[config.mk]
export PLATFORM = sky130hd
export DESIGN_NAME = prs_sequencer
export DESIGN_NICKNAME = d
export VERILOG_FILES = /design/src/design/prs_sync.v /design/src/design/prs_sequencer.v
export VERILOG_INCLUDE_DIRS = /design/src /design/src/design
export SDC_FILE = /design/constraint.sdc
export NUM_CORES = 1
export LEC_CHECK = 0
export BUFFER_PORTS_ARGS = -buffer_cell sky130_fd_sc_hd__buf_2
export CORE_ASPECT_RATIO = 2
export CORE_MARGIN = 2
export CORE_UTILIZATION = 40
export DETAILED_ROUTE_END_ITERATION = 10
export PLACE_DENSITY_LB_ADDON = 0.12
export SYNTH_ARGS = -nofsm -noshare
export SYNTH_HDL_FRONTEND = slang
export SYNTH_SLANG_ARGS = --single-unit
export TNS_END_PERCENT = 1
[constraint.sdc]
create_clock -name pclk -period 10.2 [get_ports pclk]
set_clock_uncertainty 0.15 [all_clocks]
set_input_delay 2.04 -clock pclk [delete_from_list [all_inputs] [get_ports pclk]]
set_output_delay 2.04 -clock pclk [all_outputs]
set_load 0.01 [all_outputs]
[src/design/prs_defines.vh]
`ifndef PRS_DEFINES_VH
`define PRS_DEFINES_VH

// ==========================================================
// apb register byte offsets
`define PRS_OFS_CTRL 8'h00
`define PRS_OFS_LOWSP 8'h04
`define PRS_OFS_RATED 8'h08
`define PRS_OFS_STATE 8'h0c
`define PRS_OFS_MEAS 8'h10
`define PRS_OFS_IRQ_STAT 8'h14
`define PRS_OFS_IRQ_MASK 8'h18

// ==========================================================
// control register fields
`define PRS_CTRL_LOW_SEL 0
`define PRS_CTRL_SER_START 1
`define PRS_CTRL_SER_STOP 2

// ==========================================================
// low-speed setpoint, in tenths of a percent of rated speed
`define PRS_LOWSP_MIN 10'h0fa
`define PRS_LOWSP_MAX 10'h3e8
`define PRS_LOWSP_RST 10'h3e8
`define PRS_PERMILLE_FULL 10'h3e8

// ==========================================================
// thresholds: normal at 4/5 of target, rotation off at 60 rpm
`define PRS_NORM_NUM 3'h4
`define PRS_NORM_DEN 3'h5
`define PRS_STOP_RPM 16'h003c

// ==========================================================
// displayed operation state codes
`define PRS_OP_STOP 2'h0
`define PRS_OP_ACC 2'h1
`define PRS_OP_NORMAL 2'h2
`define PRS_OP_BRAKE 2'h3

// ==========================================================
// interrupt event bit positions
`define PRS_EV_START 0
`define PRS_EV_NORMAL 1
`define PRS_EV_BRAKE 2
`define PRS_EV_STOPPED 3
`define PRS_EV_REJECT 4
`define PRS_EV_W 5

`endif

[src/design/prs_sync.v]
`timescale 1ns/1ns
`default_nettype none

// ==========================================================
// two-stage synchroniser for asynchronous pin levels
module prs_sync #(
    parameter W = 1
) (
    // clock and reset
    input wire clk,
    input wire rst_n,
    // pins in, synchronised levels out
    input wire [W-1:0] d,
    output reg [W-1:0] q
);

    reg [W-1:0] meta;

    // first stage feeds only the second stage
    always @(posedge clk or negedge rst_n)
    begin
        if (!rst_n)
        begin
            meta <= {W{1'b0}};
            q <= {W{1'b0}};
        end
        else
        begin
            meta <= d;
            q <= meta;
        end
    end

endmodule

`default_nettype wire

[src/design/prs_sequencer.v]
`timescale 1ns/1ns
`default_nettype none
`include "prs_defines.vh"

module prs_sequencer #(
    parameter [15:0] RATED_RPM_RST = 16'h4e20
) (
    // apb slave
    input wire pclk,
    input wire presetn,
    input wire psel,
    input wire penable,
    input wire pwrite,
    input wire [7:0] paddr,
    input wire [31:0] pwdata,
    output reg [31:0] prdata,
    output wire pready,
    output wire pslverr,
    // front panel pins
    input wire start_sw,
    input wire stop_sw,
    input wire remote_sw,
    // remote-control connector inputs
    input wire rem_start,
    input wire rem_stop,
    input wire rem_low_speed,
    // measured rotor speed from the speed logic, rpm
    input wire [15:0] meas_speed,
    // indications, shared by lamps and connector outputs
    output reg rotation_ind,
    output reg accel_state_indication,
    output reg normal_ind,
    output reg brake_ind,
    output reg remote_ind,
    output reg [1:0] op_state,
    // drive requests, fixed ramp rates inside the drive
    output reg accel_cmd,
    output reg decel_cmd,
    // interrupt
    output reg irq
);

    // ==========================================================
    // states, one-hot
    localparam [4:0] S_STOP = 5'h01;
    localparam [4:0] S_ACC = 5'h02;
    localparam [4:0] S_NORM = 5'h04;
    localparam [4:0] S_SLOW = 5'h08;
    localparam [4:0] S_BRAKE = 5'h10;

    reg [4:0] state;
    reg [4:0] next_state;

    // ==========================================================
    // pin synchronisation and edge detection
    wire [5:0] pins_s;
    reg [4:0] pins_d;

    prs_sync #(
        .W(6)
    ) u_sync (
        .clk(pclk),
        .rst_n(presetn),
        .d({rem_low_speed, remote_sw, rem_stop, rem_start, stop_sw,
            start_sw}),
        .q(pins_s)
    );

    // edges taken from the synchronised copies only
    always @(posedge pclk or negedge presetn)
    begin
        if (!presetn)
            pins_d <= 5'h00;
        else
            pins_d <= pins_s[4:0];
    end

    wire remote_mode = pins_s[4];
    wire start_sw_ev = pins_s[0] & ~pins_d[0];
    wire stop_sw_ev = pins_s[1] & ~pins_d[1];
    wire rem_start_ev = pins_s[2] & ~pins_d[2];
    wire rem_stop_ev = pins_s[3] & ~pins_d[3];

    // ==========================================================
    // registers
    reg low_sel;
    reg [9:0] low_sp;
    reg [15:0] rated_rpm;
    reg [`PRS_EV_W-1:0] irq_stat;
    reg [`PRS_EV_W-1:0] irq_mask;
    reg ser_start;
    reg ser_stop;

    wire setup = psel & ~penable;
    wire access = psel & penable;
    wire wr = access & pwrite;
    wire rd = access & ~pwrite;
    wire mapped = (paddr == `PRS_OFS_CTRL) | (paddr == `PRS_OFS_LOWSP) |
        (paddr == `PRS_OFS_RATED) | (paddr == `PRS_OFS_STATE) |
        (paddr == `PRS_OFS_MEAS) | (paddr == `PRS_OFS_IRQ_STAT) |
        (paddr == `PRS_OFS_IRQ_MASK);
    wire [9:0] sp_wr = pwdata[9:0];
    wire sp_ok = (pwdata[31:10] == 22'h000000) &
        (sp_wr >= `PRS_LOWSP_MIN) & (sp_wr <= `PRS_LOWSP_MAX);
    wire sp_write = wr & (paddr == `PRS_OFS_LOWSP);
    wire stat_rd = rd & (paddr == `PRS_OFS_IRQ_STAT);

    // zero wait states; unmapped addresses error out
    assign pready = 1'b1;
    assign pslverr = access & ~mapped;

    // ==========================================================
    // command arbitration by mode
    // serial commands count as remote; panel switches ignored there
    wire cmd_start = remote_mode ? (rem_start_ev | ser_start) :
        start_sw_ev;
    wire cmd_stop = remote_mode ? (rem_stop_ev | ser_stop) :
        stop_sw_ev;

    // mode source by location, taken in any state
    wire low_mode = remote_mode ? pins_s[5] : low_sel;

    // ==========================================================
    // target and threshold compare, scaled to avoid a divider
    // both sides carry a factor of 1000 so permille needs no division
    wire [9:0] tgt_pm = low_mode ? low_sp : `PRS_PERMILLE_FULL;
    wire [27:0] tgt_sc = {12'h000, rated_rpm} * {18'h00000, tgt_pm};
    wire [27:0] meas_sc = {12'h000, meas_speed} *
        {18'h00000, `PRS_PERMILLE_FULL};
    // two spare bits: top speed times five overflows 28 bits
    wire [29:0] meas_x5 = {2'b00, meas_sc} * {27'h0000000, `PRS_NORM_DEN};
    wire [29:0] tgt_x4 = {2'b00, tgt_sc} * {27'h0000000, `PRS_NORM_NUM};
    wire at_norm = meas_x5 >= tgt_x4;
    wire below_tgt = meas_sc < tgt_sc;
    wire above_tgt = meas_sc > tgt_sc;
    wire at_rest = meas_speed <= `PRS_STOP_RPM;

    // ==========================================================
    // run-state machine
    always @*
    begin
        next_state = state;
        case (state)
            S_STOP:
                if (cmd_start)
                    next_state = S_ACC;
            S_ACC:
                if (cmd_stop)
                    next_state = S_BRAKE;
                else if (at_norm)
                    next_state = S_NORM;
            S_NORM:
                if (cmd_stop)
                    next_state = S_BRAKE;
                else if (!at_norm)
                    next_state = S_ACC;
                else if (above_tgt)
                    next_state = S_SLOW;
            S_SLOW:
                if (cmd_stop)
                    next_state = S_BRAKE;
                else if (!above_tgt)
                    next_state = S_NORM;
            S_BRAKE:
                if (at_rest)
                    next_state = S_STOP;
            default:
                next_state = S_STOP;
        endcase
    end

    always @(posedge pclk or negedge presetn)
    begin
        if (!presetn)
            state <= S_STOP;
        else
            state <= next_state;
    end

    // ==========================================================
    // indications registered from the next state; remote_ind from the synchronised remote pin
    // brake and rotation fall on the same edge at the stop
    always @(posedge pclk or negedge presetn)
    begin
        if (!presetn)
        begin
            rotation_ind <= 1'b0;
            accel_state_indication <= 1'b0;
            normal_ind <= 1'b0;
            brake_ind <= 1'b0;
            remote_ind <= 1'b0;
            op_state <= `PRS_OP_STOP;
            accel_cmd <= 1'b0;
            decel_cmd <= 1'b0;
        end
        else
        begin
            rotation_ind <= ~next_state[0];
            accel_state_indication <= next_state[1];
            normal_ind <= next_state[2];
            brake_ind <= next_state[3] | next_state[4];
            remote_ind <= remote_mode;
            if (next_state[1])
                op_state <= `PRS_OP_ACC;
            else if (next_state[2])
                op_state <= `PRS_OP_NORMAL;
            else if (next_state[3] | next_state[4])
                op_state <= `PRS_OP_BRAKE;
            else
                op_state <= `PRS_OP_STOP;
            // one ramp rate in the drive serves start, stop and retarget
            accel_cmd <= (next_state[1] | next_state[2]) &
                below_tgt;
            decel_cmd <= next_state[4] | next_state[3] |
                (next_state[2] & above_tgt);
        end
    end

    // ==========================================================
    // register writes; serial start and stop are one-cycle pulses
    always @(posedge pclk or negedge presetn)
    begin
        if (!presetn)
        begin
            low_sel <= 1'b0;
            low_sp <= `PRS_LOWSP_RST;
            rated_rpm <= RATED_RPM_RST;
            irq_mask <= {`PRS_EV_W{1'b0}};
            ser_start <= 1'b0;
            ser_stop <= 1'b0;
        end
        else
        begin
            ser_start <= wr & (paddr == `PRS_OFS_CTRL) &
                pwdata[`PRS_CTRL_SER_START];
            ser_stop <= wr & (paddr == `PRS_OFS_CTRL) &
                pwdata[`PRS_CTRL_SER_STOP];
            if (wr & (paddr == `PRS_OFS_CTRL))
                low_sel <= pwdata[`PRS_CTRL_LOW_SEL];
            // out-of-range setpoints leave the old value in place
            if (sp_write & sp_ok)
                low_sp <= sp_wr;
            if (wr & (paddr == `PRS_OFS_RATED))
                rated_rpm <= pwdata[15:0];
            if (wr & (paddr == `PRS_OFS_IRQ_MASK))
                irq_mask <= pwdata[`PRS_EV_W-1:0];
        end
    end

    // ==========================================================
    // sticky events; a new event wins over the read clear
    wire [`PRS_EV_W-1:0] ev;
    assign ev[`PRS_EV_START] = state[0] & next_state[1];
    assign ev[`PRS_EV_NORMAL] = ~state[2] & next_state[2];
    assign ev[`PRS_EV_BRAKE] = ~state[4] & next_state[4];
    assign ev[`PRS_EV_STOPPED] = state[4] & next_state[0];
    assign ev[`PRS_EV_REJECT] = sp_write & ~sp_ok;

    always @(posedge pclk or negedge presetn)
    begin
        if (!presetn)
            irq_stat <= {`PRS_EV_W{1'b0}};
        else if (stat_rd)
            irq_stat <= ev;
        else
            irq_stat <= irq_stat | ev;
    end

    // level interrupt, one cycle behind the status bits
    always @(posedge pclk or negedge presetn)
    begin
        if (!presetn)
            irq <= 1'b0;
        else
            irq <= |(irq_stat & irq_mask);
    end

    // ==========================================================
    // read data captured in the setup phase
    always @(posedge pclk or negedge presetn)
    begin
        if (!presetn)
            prdata <= 32'h00000000;
        else if (setup & ~pwrite)
        begin
            case (paddr)
                `PRS_OFS_CTRL:
                    prdata <= {31'h00000000, low_sel};
                `PRS_OFS_LOWSP:
                    prdata <= {22'h000000, low_sp};
                `PRS_OFS_RATED:
                    prdata <= {16'h0000, rated_rpm};
                `PRS_OFS_STATE:
                    prdata <= {19'h00000, low_mode, remote_mode, op_state,
                        state, brake_ind, normal_ind,
                        accel_state_indication, rotation_ind};
                `PRS_OFS_MEAS:
                    prdata <= {16'h0000, meas_speed};
                `PRS_OFS_IRQ_STAT:
                    prdata <= {27'h0000000, irq_stat | ev}; // setup events too
                `PRS_OFS_IRQ_MASK:
                    prdata <= {27'h0000000, irq_mask};
                default:
                    prdata <= 32'h00000000;
            endcase
        end
    end

endmodule

`default_nettype wire

==> impl_table.tex <==
\begin{tabular}{lr}
\hline
Metric & Value \\
\hline
\multicolumn{2}{l}{\textbf{Die}} \\
\quad Die width & 136 um \\
\quad Starting density of the core & 0.402 \\
\quad Die outline area & 36,600 um2 \\
\quad Number of top-level design ports & 111 \\
\quad Row count & 97 \\
\quad Die outline height & 269 um \\
\quad Core Box Area & 34,800 um2 \\
\multicolumn{2}{l}{\textbf{Worst setup path}} \\
\quad Category of the critical setup timing path & input port to flop \\
\quad Crit end category & flop \\
\quad Endpoint required time on the critical path & 10,280 ps \\
\quad Worst stage delay on the critical path & 580 ps \\
\quad Data arrival, critical path & 9830 ps \\
\quad Startpoint Class & input port \\
\quad Critical-path maximum fanout & 4 \\
\quad Cell with the biggest individual delay on the critical path & fa\_1 \\
\multicolumn{2}{l}{\textbf{Yosys}} \\
\quad Average cell area after synthesis & 9.17 um2 \\
\quad Proportion of synthesized chip area in sequential cells & 0.151 \\
\quad Combined area of all synthesized cells & 14,000 um2 \\
\quad Seq cells post-synth & 84 \\
\quad Synthesized instance count & 1,527 \\
\quad Post-synthesis cell type count & 77 \\
\quad Asr flop ratio synth & 1.00 \\
\quad Number of enable-type register cells in the synthesized netlist & 0 \\
\quad Number of warnings issued by yosys & 0 \\
\quad Most used flip-flop cell after synthesis & dfrtp\_1 \\
\multicolumn{2}{l}{\textbf{Clocking}} \\
\quad Later-pin clock latency in the skew report & 340 ps \\
\quad Deepest level of the CTS H-tree & 3 \\
\quad TritonCTS clock tree & yes \\
\quad Clock-pin slew on the worst setup and hold paths & 70 ps \\
\quad Maximum clock insertion buffer count & 2 \\
\quad Number of hold buffers added after cts & 0 \\
\quad Number of sinks driven by the clock tree & 84 \\
\quad Clock buffers created by TritonCTS & 9 \\
\quad Root buffer selected by CTS & clkbuf\_16 \\
\multicolumn{2}{l}{\textbf{Global route}} \\
\quad Maximum number of pins on one net before global-route repair & 44 \\
\quad Global-route wire length before repair & 67,900 um \\
\quad Vias in the first global route & 12,300 \\
\quad Overflow left after global routing & 0 \\
\quad Total GRT Usage & 0.247 \\
\quad Number of antenna violations at the first check in global routing & 1 \\
\multicolumn{2}{l}{\textbf{Route}} \\
\quad DR WL/cell & 20.8 um \\
\quad Overall routed net length & 44,000 um \\
\quad Remaining antenna violation count after routing & 0 \\
\quad DRC marker count from the first detailed-route iteration & 437 \\
\quad Post-detailed-route via-to-cell ratio & 5.38 \\
\quad Vias & 11,400 \\
\quad Number of iterations in the first detailed-routing pass & 7 \\
\quad Detailed-route DRC error count & 0 \\
\multicolumn{2}{l}{\textbf{STA}} \\
\quad Hold violation count in the final report & 0 \\
\quad Transition time of the tightest slew-check pin & 1090 ps \\
\quad Max Slew Vio Count & 0 \\
\quad Unrepaired setup endpoints after global routing & false \\
\quad Normalized max-slew margin & 0.270 \\
\quad Total setup violations reported at the end of the flow & 0 \\
\quad Highest Clock Rate & 103 MHz \\
\quad Time the worst path needs with I/O delays and setup & 9750 ps \\
\quad Period Utilization, post-route & 0.956 \\
\quad Worst hold slack & 200 ps \\
\multicolumn{2}{l}{\textbf{Final layout}} \\
\quad Commonest non-fill, non-tap cell in the layout & inv\_1 \\
\quad Commonest cells after routing, fill and taps aside & inv\_1, ha\_1, fa\_1 \\
\quad Post-layout net count & 2,101 \\
\quad Area overhead of the layout relative to synthesis & 12.6\% \\
\quad Share of cells above drive strength 1 & 0.161 \\
\quad Antenna diodes & 0 \\
\multicolumn{2}{l}{\textbf{Place}} \\
\quad Detail Placement HPWL & 37,100 um \\
\quad Count of port buffers added during placement & 93 \\
\quad RePlAce Congestion & 0.889 \\
\multicolumn{2}{l}{\textbf{Flow run}} \\
\quad Max-cap check violation count & 0 \\
\multicolumn{2}{l}{\textbf{Worst hold path}} \\
\quad Class of the worst hold path & flop to flop \\
\multicolumn{2}{l}{\textbf{Run status}} \\
\quad Outcome & complete, no violations \\
\hline
\end{tabular}
-- through the flow --
stage | TNS (ps) | instance area, um2 | utilization | cells | setup slack [ps]
3_3_place_gp | 0 | 15400 | 0.443 | 2098 | 54.4
5_1_grt | 0 | 15800 | 0.453 | 2114 | 14.8
4_1_cts | 0 | 15800 | 0.452 | 2114 | 321
6_report | 0 | 15800 | 0.453 | 2114 | 446
2_1_floorplan | 0 | 14100 | - | 1542 | 667
3_5_place_dp | -16.5 | 15400 | 0.443 | 2098 | -8.26
-- synthesized netlist by cell type, drive strengths merged, types with 8 or more instances --
master	count	share of area
a211oi	11	0.0080
a21o	33	0.018
a21oi	69	0.025
a221oi	8	0.0054
a22oi	17	0.0091
a31oi	11	0.0049
and2	53	0.024
and3	35	0.016
buf	17	0.0091
clkbuf	45	0.012
dfrtp	72	0.13
dfstp	12	0.023
fa	165	0.24
ha	205	0.18
inv	247	0.066
mux2	33	0.027
nand2	145	0.039
nand2b	23	0.010
nand3	21	0.0075
nand4	16	0.0080
nor2	60	0.016
nor2b	9	0.0040
nor3	14	0.0050
nor4	8	0.0036
o21a	16	0.0086
o21ai	45	0.016
xnor2	35	0.022
xor2	24	0.015
-- layer usage --
layer  GRT usage  wire [um]  vias up
met5           0          0        -
met2       0.506      26000      246
li1            -          -     5323
met1       0.247      15000     5701
met4       0.107       2180        0
met3      0.0132        808       95
-- area by class of cell --
cell class                      count  area [um2]
Clock buffer                       10         239
Clock inverter                      6        97.6
Fill cell                        3413       19100
Inverter                          247         927
Multi-Input combinational cell   1149       10800
Sequential cell                    84        2120
Tap cell                          445         557
Timing Repair Buffer              173        1080
-- worst max-delay path: cells and delay by family --
kind | cells | cell delay [ps]
AO/OA/AOI/OAI | 15 | 2830
XOR/XNOR | 2 | 370
adder cells (fa/ha/maj) | 8 | 3310
buffers and inverters | 6 | 730
AND/OR/NAND/NOR | 5 | 570
-- worst paths after layout --
path,slack (ps),start,cells past startpoint,to
worst min-delay path,200,u_sync.meta[2],0,u_sync.q[2]
min in group asynchronous,1520,presetn,1,rated_rpm[0]
worst min register to register,200,u_sync.meta[2],0,u_sync.q[2]
max in group asynchronous,7400,presetn,2,prdata[13]
worst max-delay path,450,meas_speed[0],36,op_state[0]
worst max register to register,940,u_sync.q[4],30,decel_cmd
-- what timing repair did --
item | in CTS | in global routing
buffers inserted | 0 | 0
endpoints found under the setup margin | 0 | 7
gates resized for setup | 0 | 5
-- cell families after synthesis --
family | count (synthesis) | synth area share
compound gates | 262 | 0.130
xor+xnor | 60 | 0.0390
buf+inv | 309 | 0.0874
mux | 35 | 0.0288
other cells | 2 | 0.000536
simple gates | 405 | 0.144
flops | 84 | 0.151
fa+ha+maj | 370 | 0.419
-- registers in the layout (all words and copies together) (netlist names), 2 cells and up --
signal       cells
pins_d           4
low_sp          10
u_sync.meta      6
irq_stat         5
irq_mask         5
op_state         2
prdata          16
u_sync.q         6
rated_rpm       16
state            5
Power is left out: the tool's default activity adds up to more than one toggle a clock period on the data nets, which glitch-free logic cannot reach.
